<file path="src/spi_prog_defines.svh">
// Constants for the SPI programming port control block
`ifndef SPI_PROG_DEFINES_SVH
`define SPI_PROG_DEFINES_SVH

`define ROLE_SLAVE        1'b0
`define ROLE_MASTER       1'b1
`define STRAP_SETTLE      2'h3
`define SYNC_RST          5'h0c

`define CLK_FREQ_MHZ      50
`define SCK_FREQ_MHZ      20
`define SCK_ACC_STEP      7'(2 * `SCK_FREQ_MHZ)
`define SCK_ACC_MOD       7'(`CLK_FREQ_MHZ)

`define FLASH_READ_CMD    8'h03
`define CMD_BITS          6'h20
`define BYTE_LAST_BIT     3'h7

`define SVC_CODE_MSB      6
`define SVC_OFFSET_LSB    7
`define SVC_OFFSET_MSB    15
`define SVC_AUTO_UPDATE   7'h01
`define SVC_IN_APP        7'h02

`define FIFO_WIDTH        8
`define FIFO_DEPTH        32

`endif

</file>
<file path="src/spi_prog_pkg.sv">
// Types for the SPI programming port control block
package spi_prog_pkg;

   typedef enum logic [1:0] {M_IDLE, M_CMD, M_DATA, M_DONE} mst_state_t;

   typedef enum logic [2:0] {OP_NONE, OP_AUTO_PROG, OP_AUTO_UPDATE, OP_IN_APP, OP_RECOVERY} prog_op_t;

endpackage

</file>
<file path="src/spi_stream_fifo.sv">
// Byte stream FIFO with registered read data
`timescale 1ns/1ps
module spi_stream_fifo #(
   parameter int WIDTH = 8,
   parameter int DEPTH = 32
) (
   input  wire logic             ref_clk_in,
   input  wire logic             rstn_in,
   input  wire logic             in_valid_in,
   output logic                  in_ready_out,
   input  wire logic [WIDTH-1:0] in_data_in,
   output logic                  out_valid_out,
   input  wire logic             out_ready_in,
   output logic      [WIDTH-1:0] out_data_out
);
   localparam int AW = $clog2(DEPTH);

   logic [WIDTH-1:0] mem_r [DEPTH];
   logic [AW-1:0]    wr_ptr_r;
   logic [AW-1:0]    rd_ptr_r;
   logic [AW:0]      count_r;
   logic             push;
   logic             pop;

   assign in_ready_out = (count_r != (AW+1)'(DEPTH));
   assign push         = in_valid_in && in_ready_out;
   // Refill the output register whenever it is empty or being drained
   assign pop          = (count_r != '0) && (!out_valid_out || out_ready_in);

   always_ff @(posedge ref_clk_in) begin
      if (push) begin
         mem_r[wr_ptr_r] <= in_data_in;
      end
   end

   always_ff @(posedge ref_clk_in or negedge rstn_in) begin
      if (!rstn_in) begin
         wr_ptr_r <= '0;
         rd_ptr_r <= '0;
         count_r  <= '0;
      end else begin
         if (push) begin
            wr_ptr_r <= wr_ptr_r + 1'b1;
         end
         if (pop) begin
            rd_ptr_r <= rd_ptr_r + 1'b1;
         end
         count_r <= count_r + (AW+1)'(push) - (AW+1)'(pop);
      end
   end

   always_ff @(posedge ref_clk_in or negedge rstn_in) begin
      if (!rstn_in) begin
         out_valid_out <= 1'b0;
         out_data_out  <= '0;
      end else if (pop) begin
         out_valid_out <= 1'b1;
         out_data_out  <= mem_r[rd_ptr_r];
      end else if (out_ready_in) begin
         out_valid_out <= 1'b0;
      end
   end

endmodule

</file>
<file path="src/spi_programming_port_control.sv">
// SPI programming port control: role strap, pin drive, fabric handover, flash reads, slave intake
`timescale 1ns/1ps
`include "spi_prog_defines.svh"
module spi_programming_port_control
   import spi_prog_pkg::*;
(
   input  wire logic        ref_clk_in,
   input  wire logic        rstn_in,
   input  wire logic        spi_en_in,
   input  wire logic        interface_role_strap_in,
   input  wire logic        powerup_done_in,
   input  wire logic        device_blank_in,
   input  wire logic        power_fail_seen_in,
   input  wire logic        auto_update_en_in,
   input  wire logic [15:0] update_version_in,
   input  wire logic [15:0] programmed_version_in,
   input  wire logic [23:0] image_addr_in,
   input  wire logic [15:0] image_len_in,
   input  wire logic        svc_valid_in,
   input  wire logic [15:0] svc_descriptor_in,
   output logic             svc_reject_out,
   output logic [6:0]       service_code_out,
   output logic [8:0]       mailbox_word_offset_out,
   input  wire logic        jtag_prog_req_in,
   output logic             jtag_grant_out,
   input  wire logic        sck_in,
   output logic             sck_out,
   output logic             sck_oe_out,
   input  wire logic        ss_n_in,
   output logic             ss_n_out,
   output logic             ss_n_oe_out,
   input  wire logic        sdi_in,
   output logic             sdo_out,
   output logic             sdo_oe_out,
   input  wire logic        fabric_sck_in,
   input  wire logic        fabric_ss_n_in,
   input  wire logic        fabric_sdo_in,
   output logic             fabric_sdi_out,
   output logic             fabric_owns_out,
   output logic             role_master_out,
   output logic             design_init_allowed_out,
   output logic             busy_out,
   output prog_op_t         op_out,
   output logic             data_valid_out,
   input  wire logic        data_ready_in,
   output logic [7:0]       data_out,
   input  wire logic        overrun_clr_in,
   output logic             slave_overrun_out
);

   logic [4:0]  pins_raw;
   logic [4:0]  sync1_r;
   logic [4:0]  sync2_r;
   logic        en_s;
   logic        strap_s;
   logic        ss_s;
   logic        sck_s;
   logic        sdi_s;
   logic        sck_prev_r;
   logic [1:0]  settle_r;
   logic        role_valid_r;
   logic        role_r;
   logic        pu_pend_r;
   logic        master_role;
   logic        master_ok;
   logic        slave_ok;
   prog_op_t    start_op;
   prog_op_t    op_r;
   logic        busy_r;
   logic        svc_reject_r;
   logic [6:0]  svc_code;
   logic        update_differs;
   logic [6:0]  acc_r;
   logic [6:0]  acc_sum;
   logic        acc_tick;
   logic        tick;
   mst_state_t  mst_state_r;
   logic [31:0] shift_r;
   logic [5:0]  bits_r;
   logic [18:0] remain_r;
   logic        sck_r;
   logic        ss_n_r;
   logic        sdo_r;
   logic        launch;
   logic [1:0]  samp_dly_r;
   logic [7:0]  rx_r;
   logic [2:0]  rxbits_r;
   logic        bit_take;
   logic        byte_done;
   logic        pend_r;
   logic [7:0]  pend_data_r;
   logic        fifo_in_ready;
   logic        overrun_r;
   logic        overrun_set;
   logic        ss_level;
   logic        drive_m;

   // Pin inputs cross into the core clock through two flops
   assign pins_raw = {sdi_in, sck_in, ss_n_in, interface_role_strap_in, spi_en_in};

   always_ff @(posedge ref_clk_in or negedge rstn_in) begin
      if (!rstn_in) begin
         sync1_r    <= `SYNC_RST;
         sync2_r    <= `SYNC_RST;
         sck_prev_r <= 1'b1;
      end else begin
         sync1_r    <= pins_raw;
         sync2_r    <= sync1_r;
         sck_prev_r <= sync2_r[3];
      end
   end

   assign en_s    = sync2_r[0];
   assign strap_s = sync2_r[1];
   assign ss_s    = sync2_r[2];
   assign sck_s   = sync2_r[3];
   assign sdi_s   = sync2_r[4];

   // Role is caught once, a few cycles after reset release, then frozen
   always_ff @(posedge ref_clk_in or negedge rstn_in) begin
      if (!rstn_in) begin
         settle_r     <= 2'h0;
         role_valid_r <= 1'b0;
         role_r       <= `ROLE_SLAVE;
      end else if (!role_valid_r) begin
         if (settle_r == `STRAP_SETTLE) begin
            role_r       <= strap_s;
            role_valid_r <= 1'b1;
         end else begin
            settle_r <= settle_r + 2'h1;
         end
      end
   end

   assign master_role = role_valid_r && (role_r == `ROLE_MASTER);
   assign master_ok   = master_role && en_s;
   assign slave_ok    = role_valid_r && (role_r == `ROLE_SLAVE) && en_s;

   // Choice of programming job and its source
   always_comb begin
      start_op       = OP_NONE;
      svc_code       = svc_descriptor_in[`SVC_CODE_MSB:0];
      update_differs = (update_version_in != programmed_version_in);
      if (master_ok && !busy_r) begin
         if (pu_pend_r) begin
            if (power_fail_seen_in) begin
               start_op = OP_RECOVERY;
            end else if (device_blank_in) begin
               start_op = OP_AUTO_PROG;
            end else if (auto_update_en_in && update_differs) begin
               start_op = OP_AUTO_UPDATE;
            end
         end else if (svc_valid_in) begin
            if (svc_code == `SVC_IN_APP) begin
               start_op = OP_IN_APP;
            end else if ((svc_code == `SVC_AUTO_UPDATE) && auto_update_en_in && update_differs) begin
               start_op = OP_AUTO_UPDATE;
            end
         end
      end
   end

   // Power-up check runs once after the role is known
   always_ff @(posedge ref_clk_in or negedge rstn_in) begin
      if (!rstn_in) begin
         pu_pend_r <= 1'b1;
      end else if (role_valid_r) begin
         pu_pend_r <= 1'b0;
      end
   end

   always_ff @(posedge ref_clk_in or negedge rstn_in) begin
      if (!rstn_in) begin
         busy_r <= 1'b0;
         op_r   <= OP_NONE;
      end else if (start_op != OP_NONE) begin
         busy_r <= 1'b1;
         op_r   <= start_op;
      end else if (mst_state_r == M_DONE) begin
         busy_r <= 1'b0;
         op_r   <= OP_NONE;
      end
   end

   always_ff @(posedge ref_clk_in or negedge rstn_in) begin
      if (!rstn_in) begin
         svc_reject_r            <= 1'b0;
         service_code_out        <= 7'h00;
         mailbox_word_offset_out <= 9'h000;
      end else begin
         svc_reject_r <= svc_valid_in && (start_op == OP_NONE);
         if (svc_valid_in && (start_op != OP_NONE)) begin
            service_code_out        <= svc_code;
            mailbox_word_offset_out <= svc_descriptor_in[`SVC_OFFSET_MSB:`SVC_OFFSET_LSB];
         end
      end
   end

   // Fractional divider: 40 ticks per 50 cycles gives a 20 MHz average clock
   assign acc_sum  = acc_r + `SCK_ACC_STEP;
   assign acc_tick = (acc_sum >= `SCK_ACC_MOD);
   assign tick     = acc_tick && !(pend_r && !fifo_in_ready);

   always_ff @(posedge ref_clk_in or negedge rstn_in) begin
      if (!rstn_in) begin
         acc_r <= 7'h00;
      end else if (acc_tick) begin
         acc_r <= acc_sum - `SCK_ACC_MOD;
      end else begin
         acc_r <= acc_sum;
      end
   end

   assign launch = tick && (mst_state_r == M_DATA) && !sck_r && (remain_r != 19'h00000);

   // Flash read in mode 3: clock idles high, output on falling, sample on rising
   always_ff @(posedge ref_clk_in or negedge rstn_in) begin
      if (!rstn_in) begin
         mst_state_r <= M_IDLE;
         shift_r     <= 32'h00000000;
         bits_r      <= 6'h00;
         remain_r    <= 19'h00000;
         sck_r       <= 1'b1;
         ss_n_r      <= 1'b1;
         sdo_r       <= 1'b0;
      end else begin
         unique case (mst_state_r)
            M_IDLE: begin
               sck_r <= 1'b1;
               sdo_r <= slave_ok ? overrun_r : 1'b0;
               if (start_op != OP_NONE) begin
                  ss_n_r      <= 1'b0;
                  shift_r     <= {`FLASH_READ_CMD, image_addr_in};
                  bits_r      <= `CMD_BITS;
                  remain_r    <= {image_len_in, 3'h0};
                  mst_state_r <= M_CMD;
               end
            end
            M_CMD: begin
               if (tick) begin
                  if (sck_r) begin
                     sck_r   <= 1'b0;
                     sdo_r   <= shift_r[31];
                     shift_r <= {shift_r[30:0], 1'b0};
                     bits_r  <= bits_r - 6'h01;
                  end else begin
                     sck_r <= 1'b1;
                     if (bits_r == 6'h00) begin
                        mst_state_r <= M_DATA;
                     end
                  end
               end
            end
            M_DATA: begin
               if (launch) begin
                  sck_r    <= 1'b1;
                  remain_r <= remain_r - 19'h00001;
               end else if (tick && sck_r && (remain_r != 19'h00000)) begin
                  sck_r <= 1'b0;
               end else if (sck_r && (remain_r == 19'h00000) && (samp_dly_r == 2'h0) && !pend_r) begin
                  ss_n_r      <= 1'b1;
                  mst_state_r <= M_DONE;
               end
            end
            M_DONE: begin
               mst_state_r <= M_IDLE;
            end
         endcase
      end
   end

   // Sample delay matches the two-flop latency of the data input
   always_ff @(posedge ref_clk_in or negedge rstn_in) begin
      if (!rstn_in) begin
         samp_dly_r <= 2'h0;
      end else begin
         samp_dly_r <= {samp_dly_r[0], launch};
      end
   end

   // Shared byte assembly for both roles
   assign bit_take = master_role ? samp_dly_r[1] :
                     (slave_ok && !busy_r && !ss_s && sck_s && !sck_prev_r);
   assign byte_done   = bit_take && (rxbits_r == `BYTE_LAST_BIT);
   assign overrun_set = byte_done && pend_r && !fifo_in_ready;

   always_ff @(posedge ref_clk_in or negedge rstn_in) begin
      if (!rstn_in) begin
         rx_r     <= 8'h00;
         rxbits_r <= 3'h0;
      end else if (!master_role && ss_s) begin
         rxbits_r <= 3'h0;
      end else if (bit_take) begin
         rx_r     <= {rx_r[6:0], sdi_s};
         rxbits_r <= rxbits_r + 3'h1;
      end
   end

   always_ff @(posedge ref_clk_in or negedge rstn_in) begin
      if (!rstn_in) begin
         pend_r      <= 1'b0;
         pend_data_r <= 8'h00;
      end else if (byte_done && !overrun_set) begin
         pend_r      <= 1'b1;
         pend_data_r <= {rx_r[6:0], sdi_s};
      end else if (fifo_in_ready) begin
         pend_r <= 1'b0;
      end
   end

   // Overrun is sticky; a new overrun wins over a clear in the same cycle
   always_ff @(posedge ref_clk_in or negedge rstn_in) begin
      if (!rstn_in) begin
         overrun_r <= 1'b0;
      end else if (overrun_set) begin
         overrun_r <= 1'b1;
      end else if (overrun_clr_in) begin
         overrun_r <= 1'b0;
      end
   end

   spi_stream_fifo #(
      .WIDTH (`FIFO_WIDTH),
      .DEPTH (`FIFO_DEPTH)
   ) u_fifo (
      .ref_clk_in    (ref_clk_in),
      .rstn_in       (rstn_in),
      .in_valid_in   (pend_r),
      .in_ready_out  (fifo_in_ready),
      .in_data_in    (pend_data_r),
      .out_valid_out (data_valid_out),
      .out_ready_in  (data_ready_in),
      .out_data_out  (data_out)
   );

   // Pin drive and fabric handover
   assign fabric_owns_out = master_ok && powerup_done_in && !busy_r && !pu_pend_r;
   assign ss_level        = fabric_owns_out ? fabric_ss_n_in : ss_n_r;
   assign drive_m         = master_ok && !ss_level;
   assign sck_out         = fabric_owns_out ? fabric_sck_in : sck_r;
   assign ss_n_out        = ss_level;
   assign sdo_out         = fabric_owns_out ? fabric_sdo_in : sdo_r;
   assign sck_oe_out      = drive_m;
   assign ss_n_oe_out     = drive_m;
   assign sdo_oe_out      = drive_m || (slave_ok && !ss_s);
   assign fabric_sdi_out  = sdi_s;

   assign role_master_out         = master_role;
   assign design_init_allowed_out = master_role;
   assign jtag_grant_out          = jtag_prog_req_in && !busy_r;
   assign busy_out                = busy_r;
   assign op_out                  = op_r;
   assign svc_reject_out          = svc_reject_r;
   assign slave_overrun_out       = overrun_r;

   AST_ROLE_HELD: assert property (@(posedge ref_clk_in) disable iff (!rstn_in)
      $past(role_valid_r) |-> $stable(role_r))
      else $error("role changed after capture");

   AST_EN_LOW_TRISTATE: assert property (@(posedge ref_clk_in) disable iff (!rstn_in)
      !en_s |-> !sck_oe_out && !ss_n_oe_out && !sdo_oe_out)
      else $error("output driven while enable low");

   AST_SS_HIGH_TRISTATE: assert property (@(posedge ref_clk_in) disable iff (!rstn_in)
      ((master_role && ss_n_out) || (!master_role && ss_s)) |-> !sck_oe_out && !sdo_oe_out)
      else $error("output driven while select high");

   AST_SLAVE_NO_FABRIC: assert property (@(posedge ref_clk_in) disable iff (!rstn_in)
      (role_valid_r && role_r == `ROLE_SLAVE) |-> !fabric_owns_out && !sck_oe_out)
      else $error("fabric or clock drive in slave role");

   AST_CLK_IDLE_HIGH: assert property (@(posedge ref_clk_in) disable iff (!rstn_in)
      (mst_state_r == M_IDLE) |-> sck_r && ss_n_r)
      else $error("master clock not idle high");

   AST_SCK_RATE: assert property (@(posedge ref_clk_in) disable iff (!rstn_in)
      !acc_tick |=> acc_tick ##1 acc_tick)
      else $error("clock divider off rate");

   AST_MASTER_NEEDS_ROLE: assert property (@(posedge ref_clk_in) disable iff (!rstn_in)
      $rose(busy_r) |-> $past(master_ok))
      else $error("master job without master role and enable");

   AST_IN_APP_BY_REQUEST: assert property (@(posedge ref_clk_in) disable iff (!rstn_in)
      ($rose(busy_r) && op_r == OP_IN_APP) |-> $past(svc_valid_in) && !$past(pu_pend_r))
      else $error("in-application job without request");

   AST_UPDATE_ENABLED: assert property (@(posedge ref_clk_in) disable iff (!rstn_in)
      ($rose(busy_r) && op_r == OP_AUTO_UPDATE) |-> $past(auto_update_en_in && update_differs))
      else $error("auto update started while disabled or same version");

   AST_BUSY_ATOMIC: assert property (@(posedge ref_clk_in) disable iff (!rstn_in)
      busy_r |-> !jtag_grant_out)
      else $error("JTAG granted during job");

   AST_OP_HELD: assert property (@(posedge ref_clk_in) disable iff (!rstn_in)
      busy_r |=> !busy_r || $stable(op_r))
      else $error("job changed while running");

   AST_SLAVE_NEEDS_ROLE: assert property (@(posedge ref_clk_in) disable iff (!rstn_in)
      ($rose(pend_r) && !master_role) |-> $past(slave_ok))
      else $error("slave byte taken without slave role and enable");

endmodule

</file>
<file path="config.mk">
export PLATFORM = sky130hd
export DESIGN_NAME = spi_programming_port_control
export DESIGN_NICKNAME = d
export VERILOG_FILES = /design/src/spi_prog_pkg.sv /design/src/spi_stream_fifo.sv /design/src/spi_programming_port_control.sv
export VERILOG_INCLUDE_DIRS = /design/src
export SDC_FILE = /design/constraint.sdc
export NUM_CORES = 1
export LEC_CHECK = 0
export CAP_MARGIN = 20
export CORE_MARGIN = 2
export CORE_UTILIZATION = 50
export DETAILED_ROUTE_END_ITERATION = 16
export DONT_BUFFER_PORTS = 1
export GPL_TIMING_DRIVEN = 0
export PLACE_DENSITY = 0.67
export SETUP_SLACK_MARGIN = 0.4
export SLEW_MARGIN = 10
export SYNTH_ARGS = -nofsm -noshare
export SYNTH_HDL_FRONTEND = slang
export SYNTH_HIERARCHICAL = 1
export SYNTH_SLANG_ARGS = --single-unit
</file>
<file path="constraint.sdc">
create_clock -name ref_clk_in -period 3 [get_ports ref_clk_in]
set_input_delay 0 -clock ref_clk_in [delete_from_list [all_inputs] [get_ports ref_clk_in]]
set_output_delay 0 -clock ref_clk_in [all_outputs]
set_load 0.01 [all_outputs]
</file>
# After elaboration in Yosys (flattened, before gate mapping)
# Memories as Yosys holds them, arrays and structs flattened. A register that Yosys moved wholly into a read port is not among the register bits.
# Index checks and enable logic that the tools add are counted.
[word_totals] memories=1 ramBits=256 latch_bits=0 rom_bits=0 ff_bits=145 output_inout_bits=42 elab_cells=204
[op_classes] addsub=10 n_reduce_logical=77 shift=0 n_lt_le_gt_ge=1 mul=0 bitwise=4 mux=62 div=0 eq_ne=19
[memory_table] memory="u_fifo.mem_r" depth=32 width=8 read_ports=1 rd_clocked_by_memory_dff=1 write_ports=1 line_no="spi_stream_fifo.sv:18" rtl="logic [WIDTH-1:0] mem_r [DEPTH];"
[ops] cell="$mux W32" count=3
[ops] cell="$pmux W32 S2" count=1
[ops] cell="$mux W19" count=2
[ops] cell="$pmux W19 S2" count=1
[ops] cell="$logic_and A1 B1 Y1" count=37
[ops] cell="$mux W1" count=27
[ops] cell="$mux W2" count=12
[ops] cell="$mux W3" count=7
[ops] cell="$logic_not A19 Y1" count=1
[ops] cell="$reduce_bool A19 Y1" count=1
[ops] cell="$sub A19 B1 Y19 const B" count=1
[ops] cell="$mux W6" count=3
[ops] cell="$ne A16 B16 Y1" count=1
[ops] cell="$ne A2 B2 Y1 const B" count=8
[ops] cell="$reduce_bool A2 Y1" count=7
[ops] cell="$logic_not A1 Y1" count=13
[ops] cell="$pmux W6 S2" count=1
[ops] cell="$add A5 B1 Y5 const B" count=2
[ops] cell="$reduce_and A3 Y1" count=3
[ops] cell="$pmux W2 S4" count=1
[ops] cell="$add A7 B6 Y7 const B" count=1
[ops] cell="$eq A7 B1 Y1 const B" count=1
[ops] cell="$eq A7 B2 Y1 const B" count=1
[ops] cell="$ge A7 B6 Y1 const B" count=1
[ops] cell="26 further kinds" count=37

# Longest topological paths before layout
[depth] depth_word=14 depth_mapped=15

# Hierarchy
# Netlist, hierarchy kept.
[by_module_without_submodules] mod="spi_stream_fifo" cells_each=597 area_each_um2=11212.0 seq_area_each_um2=8313.0 n_inst=1
[by_module_without_submodules] mod="spi_programming_port_control" cells_each=621 area_each_um2=6421.2 seq_area_each_um2=3188.1 n_inst=1

# Worst setup path after synthesis
# OpenSTA, ideal clock, no wires.
[synth_path] kind="flip-flop to flip-flop" start="register u_fifo.count_r[2]" end="register u_fifo.count_r[5]" path_buffers=1 arrival_ps=2584 path_stages_with_launch=13 period_less_slack_ps=2723 path_slack_ps=277 setup_ps=140 cell_sequence="dfrtp_1 -> inv_1 -> ha_1 -> nand4bb_1 -> and2_0 -> clkbuf_1 -> ha_1 -> inv_1 -> ha_1 -> a21o_1 -> a21o_1 -> a2111oi_0 -> a311oi_1"
[synth_between] word_cells_on_any_way=6 classes_between="2 x add/sub; 1 x eq/ne; 3 x reduce/logical"
[synth_rtl] item="from (decl)" line_no="spi_stream_fifo.sv:21" rtl="logic [AW:0] count_r;"
[synth_rtl] item="from (signal assigned)" line_no="spi_stream_fifo.sv:48" rtl="count_r <= count_r + (AW+1)'(push) - (AW+1)'(pop);"
[synth_rtl] item="$reduce_bool A6 Y1" line_no="spi_stream_fifo.sv:28" rtl="assign pop = (count_r != '0) && (!out_valid_out || out_ready_in);"
[synth_rtl] item="$logic_and A1 B1 Y1" line_no="spi_stream_fifo.sv:28"
[synth_rtl] item="via u_fifo.pop" line_no="spi_stream_fifo.sv:23" rtl="logic pop;"
[synth_rtl] item="$sub A6 B1 Y6" line_no="spi_stream_fifo.sv:48"
# The timed path passes the listed nets, and every way through them passes these cells.
# A chain may end at the register's enable or synchronous reset.

# Worst setup path in the final report
[layout_path] start="register busy_r (netlist: busy_out)" end="output port ss_n_oe_out"
[layout_between] elab_chain_len=6
[layout_lines] item="from (decl)" line_no="spi_programming_port_control.sv:69" rtl="logic busy_r;"
[layout_lines] item="from (signal assigned)" line_no="spi_programming_port_control.sv:174" rtl="busy_r <= 1'b0;"
[layout_lines] item="from (signal assigned)" line_no="spi_programming_port_control.sv:177" rtl="busy_r <= 1'b1;"
[layout_lines] item="from (signal assigned)" line_no="spi_programming_port_control.sv:180" rtl="busy_r <= 1'b0;"
[layout_lines] item="$logic_not A1 Y1" line_no="spi_programming_port_control.sv:337" rtl="assign fabric_owns_out = master_ok && powerup_done_in && !busy_r && !pu_pend_r;"
[layout_lines] item="$logic_and A1 B1 Y1 (2 in a row)" line_no="spi_programming_port_control.sv:337"
[layout_lines] item="via fabric_owns_out" line_no="spi_programming_port_control.sv:39" rtl="output logic fabric_owns_out,"
[layout_lines] item="$mux W1" line_no="spi_programming_port_control.sv:338" rtl="assign ss_level = fabric_owns_out ? fabric_ss_n_in : ss_n_r;"
[layout_lines] item="$logic_not A1 Y1" line_no="spi_programming_port_control.sv:339" rtl="assign drive_m = master_ok && !ss_level;"
[layout_lines] item="$logic_and A1 B1 Y1" line_no="spi_programming_port_control.sv:339"
[layout_lines] item="to (decl)" line_no="spi_programming_port_control.sv:31" rtl="output logic ss_n_oe_out,"
# The timed path passes the listed nets, and every way through them passes these cells.

==> metrics.txt <==
critical path launch point busy_out$_DFFE_PN0P_; fin area just over 20000 um^2; crit start category register; Final Non-Filler Cells about 1800; routed vias/inst 5.84; Longest Clk Path Bufs 3; slowest CP cell dfrtp_1; critical path arrival between 2 and 3 ns; ordered list of cells on the worst path nor2b_2 > nand2_1 > nor3b_4 > mux2i_2 > and3_1 > buf_4; Max VDD drop 0.471 mV; LEAKAGE 7.39 nW; Tcrit/Tclk final between 80% and 90%; cell taking the most area after synthesis edfxtp_1; CP delay by family, top simple AND/OR/NAND/NOR gates; Post-synth ARST share a little under two fifths; Syn Std Cell Area 17600 um^2; remaining global-route overflow 0; top post-synthesis cells by area edfxtp_1 (44%), dfrtp_1 (20%), mux4_2 (5.1%); Max-cap violations 0; Slew HR around a third; pwr dens between 600 and 700 nW/um^2; per-cell routed wire length ~22 um; synth warn 6; Fmax about 380 MHz; CP max FO 5; clk slew on worst S/H paths ~0.060 ns; final routed DRC violation total 0; largest net degree at the start of global routing 153; final hold violation count 152; wl on met1 approximately 16000 um; I/O Pins between 100 and 150; antenna cells 0; CTS Hold Bufs 71; reg2reg path depth 6; syn_nets about 1400; TritonCTS buffer count 43; failing checks hold timing; Initial Util 50.9%; Clock Sinks 408; initial antenna violation count 0; Final nets roughly 1500; CTS tree yes; core area between 30000 and 40000 um^2; Mapped Cells 1218; Clk Latency, worst-skew pair around 0.55 ns; Min Hold Slack -0.841 ns; met3 wire length roughly 2600 um; vias after detailed routing ~11000; Critical Path Sink Type output port; Worst Tran Pin Value between 0.9 and 1 ns; Overall Global Routing Usage between 20% and 30%; unrepaired setup endpoints after global routing true; antenna viol nets, final 0; Root Buffer clkbuf_16; met2 wire length roughly 20000 um; Layout Area Growth over Synthesis 17.4%; Worst Path Required around 3.0 ns; final wirelength ~40000 um; r2r setup slk approximately 0.46 ns; fin util between 50% and 60%; DP Area 18200 um^2; Period minus WS final ~2.6 ns; fraction of layout cells with a size suffix above 1 between 10% and 20%; Place WS -0.190 ns; CP Buf/Inv Count 1; CP Class register to output port; drt pass-1 iters 5; first-pass GRT wire length just over 60000 um; IO buf count 0; max-slew violation count 0; Yosys top cell area share approximately 44%; Max Used Layer met4; slowest cell delay on critical path 0.48 ns; Yosys reg bits between 400 and 500; Hold Path Class input pin to async pin; Die ar. between 30000 and 40000 um^2; Starting DRT DRC Count 845; final setup fails 0; status finished, violations left; placer congestion estimate approximately 0.90; Synth Flop Type edfxtp_1; sequential area share after synthesis 65.2%; vias in the first global route between 10000 and 15000; Mapped Avg Cell Area 14.5 um^2; r2r startpoint u_fifo/rd_ptr_r[1]$_DFFE_PN0P_; Die X roughly 190 um; post-DP HPWL approximately 26000 um; Rows slightly below 70; placed cells between 1500 and 2000; Clock Skew roughly 0.020 ns; R2R Path End u_fifo/out_data_out[1]$_DFFE_PN0P_; worst setup margin ~0.38 ns; H-tree Lvls 2; Post-synth EDFFs between 200 and 300; DIE HEIGHT about 190 um; distinct cell type count after synthesis 85
==> power breakdown <==
group / leakage, nW / internal, W / switching (W)
clock network: 0.649 / 0.00287 / 0.00212
logic: 3.06 / 0.00124 / 0.00154
registers: 3.68 / 0.00608 / 0.000138
total: 7.39 / 0.0102 / 0.00380
==> layout by cell type, fill, tap and decap left out, drive strengths merged, types with 10 or more instances in the layout <==
cell           n
mux4          40
mux2          40
edfxtp       256
a21oi         23
a31oi         12
inv           43
xor2          22
nand3b        15
clkinv        23
nand2         73
xnor2         10
dfrtp        144
nand3         14
o22ai         25
nor2          68
mux2i         74
buf           54
ha            29
o21ai         80
nor3          27
dlygate4sd3   71
a211oi        20
clkbuf        85
==> per-stage QoR <==
stage	setup TNS [ns]	hold WS, ns	total power [W]
after floorplan	0	-0.296	0.00809
after global placement	-0.124	-0.292	0.00871
after detailed placement	-0.275	-0.292	0.00874
after CTS	0	-0.862	0.0139
after global routing	0	-0.859	0.0145
final	0	-0.841	0.0140
==> worst max-delay path by stage <==
stage	endpoint	slack, ns	cells after the start
2_1_floorplan	u_fifo/count_r[5]$_DFF_PN0_	0.42	12
3_5_place_dp	u_fifo/count_r[5]$_DFF_PN0_	-0.19	12
4_1_cts	ss_n_oe_out	0.33	6
3_3_place_gp	u_fifo/count_r[5]$_DFF_PN0_	-0.07	12
6_report	ss_n_oe_out	0.38	6
5_1_grt	ss_n_oe_out	0.26	6
==> cells by family (layout without fill, tap and decap cells) <==
group / Yosys count / count (layout) / synth area share, %
flip-flops: 408 / 408 / 65.2
AND/OR/NAND/NOR: 269 / 269 / 7.85
AO/OA/AOI/OAI: 220 / 220 / 8.38
multiplexers: 154 / 154 / 11.9
buffers and inverters: 105 / 279 / 2.90
XOR/XNOR: 32 / 32 / 1.59
adder cells (fa/ha/maj): 30 / 30 / 2.17
==> state kept, by name (all words and copies together) (netlist names), 6 cells and up <==
name                     count
shift_r                     32
bits_r                       6
acc_r                        6
u_fifo/out_data_out          8
mailbox_word_offset_out      9
service_code_out             7
u_fifo/mem_r               256
pend_data_r                  8
rx_r                         7
u_fifo/count_r               6
remain_r                    19
==> cell type report <==
class | instances | area (um^2)
Buffer | 62 | 387
Clock buffer | 53 | 1130
Clock inverter | 26 | 189
Fill cell | 2582 | 13900
Inverter | 43 | 161
Multi-Input combinational cell | 705 | 5790
Sequential cell | 408 | 11500
Tap cell | 455 | 569
Timing Repair Buffer | 95 | 966
==> Yosys cell counts, types with 4 or more instances <==
cell type    n
a221o_1      4
inv_1       40
edfxtp_1   256
mux2_2      32
a21oi_1     23
nor3_1      26
buf_4        5
nand3b_1    15
a21o_1       5
nand4_1      9
o22ai_1     25
o31ai_1      4
buf_2       16
a311oi_1     4
clkbuf_1    27
dfstp_2      8
buf_6        7
o41ai_1      6
nand2_1     73
xor2_1      22
mux2i_1     74
or3_1        6
and2_1       6
mux2_1       7
nand2b_1     9
a211oi_1    19
ha_1        29
dfrtp_1    144
xnor2_1     10
a221oi_1     9
mux4_2      40
nor2_1      68
nand3_1     13
o21ai_0     78
a31oi_1     11
nor4_1       5
nor2b_1      9
==> timing repair <==
action,in CTS,in global routing
gates resized for setup,24,38
pin swaps,11,9
setup buffers,8,9
endpoints found under the hold margin,220,152
setup endpoints to repair,217,151
==> worst register-to-register path, stage by stage (launching register included) <==
cell      delay, ns
dfrtp_1        0.34
buf_2          0.24
nand3b_1       0.31
clkbuf_1       0.49
o22ai_1        0.19
a211oi_1       0.61
a221oi_1       0.18
==> per-layer routing <==
metal  up-vias  GRT usage, %
li1       4932             -
met1      5351          28.8
met5         -             0
met3        79          4.28
met4         0          5.98
met2       418          37.5
No activity file was read; power rests on OpenSTA's default activity.
